File: src/rtl/ras_pkg.sv
package ras_pkg;
   // Widths
   localparam int PTR_W = 5;
   localparam int PC_W = 21;
   localparam int DEPTH = 32;
   localparam int WB_DW = 32;
   localparam int WB_AW = 8;

   // Pointer limits
   localparam logic [4:0] PTR_EMPTY = 5'h00;
   localparam logic [4:0] PTR_MAX = 5'h1F;

   // Return address step taken on a call and on the overflowing push
   localparam logic [20:0] PC_STEP = 21'h000002;

   // Register byte offsets
   localparam logic [7:0] OFS_STATUS = 8'h00;
   localparam logic [7:0] OFS_TOS_LOW = 8'h04;
   localparam logic [7:0] OFS_TOS_HIGH = 8'h08;
   localparam logic [7:0] OFS_TOS_UPPER = 8'h0C;
   localparam logic [7:0] OFS_CONFIG = 8'h10;

   // Register selector codes
   localparam logic [2:0] SEL_NONE = 3'h0;
   localparam logic [2:0] SEL_STATUS = 3'h1;
   localparam logic [2:0] SEL_TOS_LOW = 3'h2;
   localparam logic [2:0] SEL_TOS_HIGH = 3'h3;
   localparam logic [2:0] SEL_TOS_UPPER = 3'h4;
   localparam logic [2:0] SEL_CONFIG = 3'h5;

   // Status register fields
   localparam int BIT_FULL = 7;
   localparam int BIT_UNF = 6;
   localparam int PTR_MSB = 4;
   localparam int PTR_LSB = 0;

   // Config register fields
   localparam int BIT_OVR_EN = 0;

   // Values after reset
   localparam logic RST_OVR_EN = 1'b1;
   localparam logic [4:0] RST_PTR = 5'h00;
endpackage : ras_pkg

File: src/rtl/ras_top.sv
// Local design decisions: the register offsets and the Wishbone register port.
`timescale 1ns/1ns
// Notes on behaviour
// - Stack pointer is five bits, values 0 through 31.
// - Push increments pointer before writing; pop decrements after reading.
// - Any reset sets the stack pointer to zero.
// - Software reads and writes the pointer through the status register.
// - Full flag sets when 31 pushes happen without a pop.
// - Full flag clears only by software or power-on reset.
// - Overflow reset enabled: 31st push stores PC plus 2, sets full, resets.
// - After overflow reset full stays set and pointer is forced to zero.
// - Overflow reset disabled: 31st push sets full, pointer advances to 31.
// - Overflow reset disabled: later pushes keep entry and pointer at 31.
// - Pop on empty stack returns zero, sets underflow, pointer stays zero.
// - Underflow flag stays set until software clear or power-on reset.
// - Underflow return of zero is no reset; other state is untouched.
// - Top entry readable and writable as upper, high and low bytes.
// - Push instruction increments pointer, loads current PC into new top.
// - Pop instruction decrements pointer; previous entry becomes top.
// - Status: full bit 7, underflow bit 6, bit 5 zero, pointer bits 4..0.
module ras_top (
   // Clock and resets
   input wire logic clk_i,
   input wire logic rst_i,
   input wire logic por_i,
   // Wishbone slave
   input wire logic wb_cyc_i,
   input wire logic wb_stb_i,
   input wire logic wb_we_i,
   input wire logic [7:0] wb_adr_i,
   input wire logic [3:0] wb_sel_i,
   input wire logic [31:0] wb_dat_i,
   output logic [31:0] wb_dat_o,
   output logic wb_ack_o,
   // Core call and return
   input wire logic call_i,
   input wire logic push_i,
   input wire logic pop_i,
   input wire logic [20:0] pc_i,
   output logic [20:0] ret_addr_o,
   output logic ret_valid_o,
   output logic dev_reset_o,
   // Status
   output logic [4:0] pointer_bits_o,
   output logic stack_full_flag_o,
   output logic stack_underflow_flag_o
);

   function automatic logic [2:0] reg_of(input logic [7:0] adr);
      logic [2:0] s;
      s = ras_pkg::SEL_NONE;
      if (adr == ras_pkg::OFS_STATUS) s = ras_pkg::SEL_STATUS;
      if (adr == ras_pkg::OFS_TOS_LOW) s = ras_pkg::SEL_TOS_LOW;
      if (adr == ras_pkg::OFS_TOS_HIGH) s = ras_pkg::SEL_TOS_HIGH;
      if (adr == ras_pkg::OFS_TOS_UPPER) s = ras_pkg::SEL_TOS_UPPER;
      if (adr == ras_pkg::OFS_CONFIG) s = ras_pkg::SEL_CONFIG;
      return s;
   endfunction : reg_of

   // Entry 0 is never written: an empty stack reads as zero
   logic [20:0] stack_mem [0:ras_pkg::DEPTH-1];

   logic [4:0] stack_pointer_reg_ff, nxt_stack_pointer_reg;
   logic stack_full_flag_ff, nxt_stack_full_flag;
   logic stack_underflow_flag_ff, nxt_stack_underflow_flag;
   logic overflow_reset_enable_ff, nxt_overflow_reset_enable;
   logic ack_ff, nxt_ack;
   logic [31:0] dat_ff, nxt_dat;
   logic [20:0] ret_ff, nxt_ret;
   logic ret_vld_ff, nxt_ret_vld;
   logic devrst_ff, nxt_devrst;
   logic mem_we;
   logic [4:0] mem_idx;
   logic [20:0] mem_wdata;
   logic [20:0] top_of_stack;
   logic [20:0] push_val;
   logic [4:0] ptr_inc;
   logic [4:0] ptr_dec;
   logic [2:0] rsel;
   logic bus_req;
   logic bus_wr;
   logic core_push;

   assign bus_req = wb_cyc_i & wb_stb_i;
   // Write lands on the edge where ack is seen by the master
   assign bus_wr = bus_req & wb_we_i & ack_ff & wb_sel_i[0];
   assign rsel = reg_of(wb_adr_i);
   assign core_push = call_i | push_i;
   assign push_val = call_i ? pc_i + ras_pkg::PC_STEP : pc_i;
   assign ptr_inc = stack_pointer_reg_ff + 5'h01;
   assign ptr_dec = stack_pointer_reg_ff - 5'h01;
   assign top_of_stack = (stack_pointer_reg_ff == ras_pkg::PTR_EMPTY) ? 21'h000000 :
                         stack_mem[stack_pointer_reg_ff];

   always_comb begin
      nxt_stack_pointer_reg = stack_pointer_reg_ff;
      nxt_stack_full_flag = stack_full_flag_ff;
      nxt_stack_underflow_flag = stack_underflow_flag_ff;
      nxt_overflow_reset_enable = overflow_reset_enable_ff;
      nxt_ret = ret_ff;
      nxt_ret_vld = 1'b0;
      nxt_devrst = 1'b0;
      mem_we = 1'b0;
      mem_idx = stack_pointer_reg_ff;
      mem_wdata = top_of_stack;
      // Software side
      if (bus_wr) begin
         unique case (rsel)
            ras_pkg::SEL_STATUS: begin
               nxt_stack_pointer_reg = wb_dat_i[ras_pkg::PTR_MSB:ras_pkg::PTR_LSB];
               if (!wb_dat_i[ras_pkg::BIT_FULL]) nxt_stack_full_flag = 1'b0;
               if (!wb_dat_i[ras_pkg::BIT_UNF]) nxt_stack_underflow_flag = 1'b0;
            end
            ras_pkg::SEL_TOS_LOW: begin
               mem_we = (stack_pointer_reg_ff != ras_pkg::PTR_EMPTY);
               mem_wdata[7:0] = wb_dat_i[7:0];
            end
            ras_pkg::SEL_TOS_HIGH: begin
               mem_we = (stack_pointer_reg_ff != ras_pkg::PTR_EMPTY);
               mem_wdata[15:8] = wb_dat_i[7:0];
            end
            ras_pkg::SEL_TOS_UPPER: begin
               mem_we = (stack_pointer_reg_ff != ras_pkg::PTR_EMPTY);
               mem_wdata[20:16] = wb_dat_i[4:0];
            end
            ras_pkg::SEL_CONFIG: begin
               nxt_overflow_reset_enable = wb_dat_i[ras_pkg::BIT_OVR_EN];
            end
            default: begin
            end
         endcase
      end
      // Core side overrides software in the same cycle, so a set beats a clear
      if (core_push) begin
         if (stack_pointer_reg_ff == ras_pkg::PTR_MAX) begin
            mem_we = 1'b0;
            nxt_stack_full_flag = 1'b1;
            if (overflow_reset_enable_ff) begin
               nxt_stack_pointer_reg = ras_pkg::PTR_EMPTY;
               nxt_devrst = 1'b1;
            end else begin
               nxt_stack_pointer_reg = ras_pkg::PTR_MAX;
            end
         end else begin
            mem_we = 1'b1;
            mem_idx = ptr_inc;
            mem_wdata = push_val;
            nxt_stack_pointer_reg = ptr_inc;
            if (ptr_inc == ras_pkg::PTR_MAX) begin
               nxt_stack_full_flag = 1'b1;
               if (overflow_reset_enable_ff) begin
                  mem_wdata = pc_i + ras_pkg::PC_STEP;
                  nxt_stack_pointer_reg = ras_pkg::PTR_EMPTY;
                  nxt_devrst = 1'b1;
               end
            end
         end
      end else if (pop_i) begin
         nxt_ret_vld = 1'b1;
         if (stack_pointer_reg_ff == ras_pkg::PTR_EMPTY) begin
            nxt_ret = 21'h000000;
            nxt_stack_underflow_flag = 1'b1;
         end else begin
            nxt_ret = top_of_stack;
            nxt_stack_pointer_reg = ptr_dec;
         end
      end
   end

   always_ff @(posedge clk_i) begin
      if (mem_we) begin
         stack_mem[mem_idx] <= mem_wdata;
      end
   end

   always_ff @(posedge clk_i) begin
      if (rst_i | por_i) begin
         stack_pointer_reg_ff <= ras_pkg::RST_PTR;
         overflow_reset_enable_ff <= ras_pkg::RST_OVR_EN;
         ret_ff <= 21'h000000;
         ret_vld_ff <= 1'b0;
         devrst_ff <= 1'b0;
      end else begin
         stack_pointer_reg_ff <= nxt_stack_pointer_reg;
         overflow_reset_enable_ff <= nxt_overflow_reset_enable;
         ret_ff <= nxt_ret;
         ret_vld_ff <= nxt_ret_vld;
         devrst_ff <= nxt_devrst;
      end
   end

   // Flags survive every reset except power-on
   always_ff @(posedge clk_i) begin
      if (por_i) begin
         stack_full_flag_ff <= 1'b0;
         stack_underflow_flag_ff <= 1'b0;
      end else begin
         stack_full_flag_ff <= nxt_stack_full_flag;
         stack_underflow_flag_ff <= nxt_stack_underflow_flag;
      end
   end

   // Bus answer
   always_comb begin
      nxt_ack = bus_req & ~ack_ff;
      nxt_dat = 32'h00000000;
      unique case (rsel)
         ras_pkg::SEL_STATUS: begin
            nxt_dat[ras_pkg::BIT_FULL] = stack_full_flag_ff;
            nxt_dat[ras_pkg::BIT_UNF] = stack_underflow_flag_ff;
            nxt_dat[ras_pkg::PTR_MSB:ras_pkg::PTR_LSB] = stack_pointer_reg_ff;
         end
         ras_pkg::SEL_TOS_LOW: nxt_dat[7:0] = top_of_stack[7:0];
         ras_pkg::SEL_TOS_HIGH: nxt_dat[7:0] = top_of_stack[15:8];
         ras_pkg::SEL_TOS_UPPER: nxt_dat[4:0] = top_of_stack[20:16];
         ras_pkg::SEL_CONFIG: nxt_dat[ras_pkg::BIT_OVR_EN] = overflow_reset_enable_ff;
         default: nxt_dat = 32'h00000000;
      endcase
   end

   always_ff @(posedge clk_i) begin
      if (rst_i | por_i) begin
         ack_ff <= 1'b0;
         dat_ff <= 32'h00000000;
      end else begin
         ack_ff <= nxt_ack;
         dat_ff <= nxt_dat;
      end
   end

   assign wb_ack_o = ack_ff;
   assign wb_dat_o = dat_ff;
   assign ret_addr_o = ret_ff;
   assign ret_valid_o = ret_vld_ff;
   assign dev_reset_o = devrst_ff;
   assign pointer_bits_o = stack_pointer_reg_ff;
   assign stack_full_flag_o = stack_full_flag_ff;
   assign stack_underflow_flag_o = stack_underflow_flag_ff;

endmodule : ras_top

File: config.mk
export PLATFORM = sky130hd
export DESIGN_NAME = ras_top
export DESIGN_NICKNAME = d
export VERILOG_FILES = /design/src/rtl/ras_pkg.sv /design/src/rtl/ras_top.sv
export SDC_FILE = /design/constraint.sdc
export NUM_CORES = 1
export LEC_CHECK = 0
export BUFFER_PORTS_ARGS = -buffer_cell sky130_fd_sc_hd__buf_2
export CORE_MARGIN = 5
export CORE_UTILIZATION = 40
export DETAILED_ROUTE_END_ITERATION = 7
export REMOVE_ABC_BUFFERS = 1
export SLEW_MARGIN = 40
export SYNTH_ARGS = -nofsm -noshare
export SYNTH_HDL_FRONTEND = slang
export SYNTH_SLANG_ARGS = --single-unit
File: constraint.sdc
create_clock -name clk_i -period 6.25 [get_ports clk_i]
set_input_delay 1.875 -clock clk_i [delete_from_list [all_inputs] [get_ports clk_i]]
set_output_delay 1.875 -clock clk_i [all_outputs]
set_load 0.05 [all_outputs]
After elaboration in Yosys (flattened, before gate mapping). Memory sizes are Yosys's and may differ from the RTL's. A register that Yosys moved wholly into a read port is not among the register bits. Cells that the tools add are included.

Flip-flop bits (word level): 64. Memory bits (writable): 672. Bits of input ports: 74. Memories: 1.

$add $sub $neg: 3. Equality and inequality tests: 11. Muxes and demuxes: 54. Bitwise operators: 9. Reduce and logical (&&, ||, !) cells: 8.

Memory list: stack_mem (words 32, width 21, rd ports 1, clocked after memory_dff 1, wr ports 1, RTL line ras_top.sv:61) `logic [20:0] stack_mem [0:ras_pkg::DEPTH-1];`.

Operators with widths (number): two-way mux 21 bit (8); two-way mux 5 bit (13); two-way mux 1 bit (23); adder 21 x 2 -> 21 bit (second input constant) (1); == test 8 x 4 -> 1 bit (second input constant) (2); two-way mux 8 bit (2); one-hot mux 4 bit (4 select lines) (1); two-way mux 3 bit (4); == test 5 bit (second input constant) (2); == test 8 x 3 -> 1 bit (second input constant) (1); == test 8 x 5 -> 1 bit (second input constant) (1); logical NOT 8 bit (1); == test 3 x 2 -> 1 bit (second input constant) (2); == test 3 bit (second input constant) (2); one-hot mux 2 bit (3 select lines) (1); adder 5 x 1 -> 5 bit (second input constant) (1); bitwise AND 1 bit (5); logical NOT 5 bit (1); one-hot mux 1 bit (5 select lines) (1); nonzero test 5 bit (1); subtractor 5 x 1 -> 5 bit (second input constant) (1); AND reduction 2 bit (2); OR reduction 2 bit (2); == test 3 x 1 -> 1 bit (second input constant) (1); 4 further kinds (6).

Depth between registers and ports, before layout.
Depth in word-level cells: 13. Gate-level depth with buffers: 15. Depth with buffers taken out: 10.

Worst setup path before layout. Ideal clock, no wire load.

Path kind: flip-flop to flip-flop. From: reg stack_pointer_reg_ff[2], in the netlist pointer_bits_o[2]. To: mem stack_mem[0][8], data pin. Setup time: 0.454 ns. Arrival: 4.278 ns. Path slack: 1.518 ns. Cell stages (with the launch flop): 14. Buffers on the path: 6. Clock period less this slack: 4.732 ns. Path through: dfxtp_1 > buf_4 > buf_4 > buf_2 > buf_2 > buf_2 > nand3_1 > ha_1 > nand3_1 > a21oi_2 > buf_2 > o21bai_1 > xor2_1 > o21ai_0.

Longest elaborated chain between the ends: 6. Elaborated cells on any way between the ends: 10.

Ends and longest elaborated chain: start, declared (RTL line ras_top.sv:63) `logic [4:0] stack_pointer_reg_ff, nxt_stack_pointer_reg;`; start signal, assigned (RTL line ras_top.sv:178) `stack_pointer_reg_ff <= ras_pkg::RST_PTR;`; start signal, assigned (RTL line ras_top.sv:184) `stack_pointer_reg_ff <= nxt_stack_pointer_reg;`; parallel branches: the longest is 5 deep, another holds adder 5 x 1 -> 5 bit; two-way mux 21 bit * (RTL line ras_top.sv:134) `if (core_push) begin`; via mem_wdata[8] (RTL line ras_top.sv:74) `logic [20:0] mem_wdata;`; end, declared (RTL line ras_top.sv:61).

Mark *: on every way through the listed nets, which the timed path passes.

Worst setup path after layout.
From: in wb_adr_i[1]. To: mem stack_mem[14][1], data pin.

Longest elaborated chain between the ends: 11. Elaborated cells on any way between the ends: 15.

Ends and longest elaborated chain: start, declared (RTL line ras_top.sv:30) `input wire logic [7:0] wb_adr_i,`; logical NOT 8 bit (RTL line ras_top.sv:52) `if (adr == ras_pkg::OFS_STATUS) s = ras_pkg::SEL_STATUS;`; two-way mux 1 bit (RTL line ras_top.sv:52); two-way mux 3 bit (RTL line ras_top.sv:53) `if (adr == ras_pkg::OFS_TOS_LOW) s = ras_pkg::SEL_TOS_LOW;`; two-way mux 3 bit (RTL line ras_top.sv:54) `if (adr == ras_pkg::OFS_TOS_HIGH) s = ras_pkg::SEL_TOS_HIGH;`; two-way mux 3 bit (RTL line ras_top.sv:55) `if (adr == ras_pkg::OFS_TOS_UPPER) s = ras_pkg::SEL_TOS_UPPER;`; two-way mux 3 bit * (RTL line ras_top.sv:56) `if (adr == ras_pkg::OFS_CONFIG) s = ras_pkg::SEL_CONFIG;`; == test 3 x 2 -> 1 bit * (RTL line ras_top.sv:108) `unique case (rsel)`; two-way mux 8 bit * (RTL line ras_top.sv:108); two-way mux 21 bit * (RTL line ras_top.sv:107) `if (bus_wr) begin`; two-way mux 21 bit (RTL line ras_top.sv:135) `if (stack_pointer_reg_ff == ras_pkg::PTR_MAX) begin`; two-way mux 21 bit * (RTL line ras_top.sv:134); via mem_wdata[1] (RTL line ras_top.sv:74).

Mark *: on every way through the listed nets, which the timed path passes. The rest lies on a longest branch.

==> run_results.csv <==
group,metric,value,unit
logic_synthesis,synth_cells,1613,
logic_synthesis,yosys.area.top_type_share,69.3,%
floorplanning,start_util,40.1,%
drt,viasPerCell,5.81,
power,p_clk_share,42.3,%
clock_network,path_clk_slew,60,ps
clock_network,clock_latency,620,ps
logic_synthesis,ys.warnings.count,0,
sta,min_period,4600,ps
place,place_area,31100,um2
sta,relSlewSlack,40.5,%
final_layout,postLayoutCellArea,33600,um2
power,ir_worst_vdd,0.000196,V
sta,setup_viol,0,
clock_network,cts_resized,0,
clock_network,clockBufferDepth,3,
final_layout,nets,1856,
logic_synthesis,synth_top_family_by_area,"multiplexers",
sta,drv_slew,0,
critical_path,crit_chain,"buf_2 > or4_4 > nor4_1 > nand3_1 > o21ai_0 > a21oi_1 > a21o_1 > buf_4",
sta,finalCritPeriodShare,73.5,%
drt,drtIter0Drc,1963,
logic_synthesis,synth_simple_gate_area_share,4.82,%
global_routing,antenna_found_initial,1,
critical_path,cp_data_required_time,6610,ps
run,maxCapViolations,0,
logic_synthesis,synth-compound-area-share,4.85,%
power,p_int,0.00817,W
floorplanning,die_h,280,um
clock_network,cts_max_level,3,
final_layout,drive_gt1_share,27.9,%
logic_synthesis,ys_top_cells_by_area,"edfxtp_1, mux4_2, mux2i_1",
clock_network,holdBufCountCts,0,
logic_synthesis,synth-edff-count,672,
drt,first_pass_iters,6,
drt,wire_per_inst,28.8,um
logic_synthesis,synth-seq-cells,712,
power,comb_power_share,6.5,%
drt,drt-total-wl,80500,um
floorplanning,dieWidth,280,um
logic_synthesis,yosysUniqueCellTypes,68,
worst_hold_path,hold_class,"register to register",
sta,clock_skew,26.5,ps
clock_network,root_buffer,"clkbuf_16",
place,dp_hpwl,50200,um
power,p_leak,10.9,nW
global_routing,grt_pass1_vias,16088,
critical_path,worstPathArrival,4950,ps
place,place.gp.congestion,0.958,
outcome,status,"completed",
logic_synthesis,syn_avg_cell_area,18.0,um2
sta,fin_setup_tns,0,ps
floorplanning,coreArea,72600,um2
critical_path,critical-path-top-delay-family,"simple AND/OR/NAND/NOR gates",
sta,hold_ws,454,ps
logic_synthesis,netlist_area,29100,um2
sta,max_freq,218,MHz
floorplanning,design.die.area,78300,um2
sta,finalHoldViolCount,0,
clock_network,post_cts_buffers,0,
sta,fin_ws,1650,ps
logic_synthesis,muxShareOfSynthArea,15.0,%
critical_path,path_buf_inv,2,
power,pwr-share-seq,51.2,%
critical_path,cp_max_fo,17,
final_layout,instances_no_fill,2795,
clock_network,cts_tree,"built",
logic_synthesis,synth_top_area_cell,"edfxtp_1",
place,dp.cells,2657,
floorplanning,std_cell_rows,99,
drt,vias,16236,
global_routing,grtUsageTotal,20.3,%
critical_path,start_kind,"primary input",
power,power.switching,0.00231,W
critical_path,critical-path-max-stage-delay,620,ps
power,netSwitchingFraction,22.1,%
floorplanning,boundaryPins,137,
sta,rsz0062_at_grt,"no",
place,io_buffers,85,
logic_synthesis,yosysMostFrequentCell,"edfxtp_1",
global_routing,grt_overflow_total,0,
drt,drc,0,
final_layout,syn_to_final_growth,15.4,%
global_routing,grt_pass1_wl,115000,um
critical_path,end_kind,"register",
critical_path,worstSetupPathType,"primary input to register",
clock_network,numCtsBuffers,74,
logic_synthesis,synth_xor_area_share,0.542,%
global_routing,grt_max_degree,128,
power,power_density,312,nW/um2
critical_path,cp_slowest_cell,"nor4_1",
logic_synthesis,ys_seq_area_share,72.1,%
drt,antenna_left,0,
sta,worst_slew_pin_slew,883,ps
place,place_ws,1200,ps
logic_synthesis,synthArstFlopShare,0,%
clock_network,cts_sinks,712,
logic_synthesis,synth_adder_area_share,0.258,%
logic_synthesis,synth_commonest_cells,"edfxtp_1, mux4_2, nor2_1",
logic_synthesis,synth_flop_cell,"edfxtp_1",
final_layout,diodes,0,
[through the flow]
step	util, %	total power (W)
2_1_floorplan	-	0.00587
3_3_place_gp	42.8	0.00612
3_5_place_dp	42.8	0.00614
4_1_cts	46.2	0.0106
5_1_grt	46.3	0.0108
6_report	46.3	0.0105
[registers in the layout (all words and copies together), names as in the netlist]
register and cells:
pointer_bits_o 5, dev_reset_o 1, ret_addr_o 21, wb_dat_o 8
wb_ack_o 1, stack_underflow_flag_o 1, stack_mem 672, ret_valid_o 1
stack_full_flag_o 1, overflow_reset_enable_ff 1
[cell type report]
class / instances / area, um2
multi-input cells: 805 / 7740
well taps: 959 / 1200
fillers: 6194 / 39000
inverters: 8 / 30.0
clock buffers: 104 / 2070
repair buffers: 175 / 1160
flip-flops and latches: 712 / 21000
clock inverters: 32 / 405
[metal layers]
layer	vias to the layer above	wire length [um]	part of all wire (%)	global-route usage [%]
li1	6849	-	-	-
met2	775	37900	47	31.9
met1	8505	33400	41	28.6
met4	0	2070	2.6	6.08
met5	-	0	0	0
met3	107	7210	9.0	4.67
[kinds of logic after synthesis]
| family | after synthesis |
|---|---|
| and+or+nand+nor | 299 |
| other | 1 |
| xor gates and xnor gates | 18 |
| DFF | 712 |
| adders and majority gates | 6 |
| AOI/OAI and AO/OA | 208 |
| buffers and inverters | 119 |
| muxes | 250 |
[layout by cell type (no fill, tap or decap), types with 12 or more instances in the layout]
cell       netlist  final
edfxtp_1       672    672
mux4_2         148    148
mux2i_1         90     88
buf_2           28     86
buf_4           40     83
clkbuf_16        0     77
nor2_1         105     72
nand2_1         71     70
o21ai_0         42     41
dfxtp_1         40     36
nor2_2           0     32
nor3_1          24     24
a22oi_1         24     24
conb_1           1     24
nand3_1         23     23
clkbuf_1        28     23
a21oi_1         21     21
o22ai_1         28     16
and2_1          14     14
xor2_1          14     14
and3_1          13     13
clkinv_1         1     12
mux2_2          12     12
a31oi_1         12     12
o22ai_2          0     12
[final timing paths]
check	start	to	slack [ps]	depth (start not counted)
worst min register to register	wb_ack_o	wb_ack_o	450	1
worst max-delay path	wb_adr_i[1]	stack_mem[14][1]	1650	8
worst min-delay path	wb_ack_o	wb_ack_o	450	1
worst max register to register	pointer_bits_o[1]	stack_mem[21][14]	2040	11
[worst reg2reg max path, stage by stage, from the launching register on]
cell      delay, ps
dfxtp_4         710
ha_1            460
nand3_1         160
inv_1            90
ha_1            390
o21ba_2         350
o21ai_0         160
o211ai_1        120
o31ai_1         140
nand2_1         280
nor2_2          660
buf_4           380
[power groups by stage]
stage,logic [W],registers [W],clock network [W]
6_report,0.000682,0.00536,0.00444
5_1_grt,0.000721,0.00536,0.00473
4_1_cts,0.000677,0.00536,0.00453
3_5_place_dp,0.000675,0.00546,0
2_1_floorplan,0.000366,0.00550,0
3_3_place_gp,0.000659,0.00546,0
Note: power is estimated with default switching activity, not from simulation.
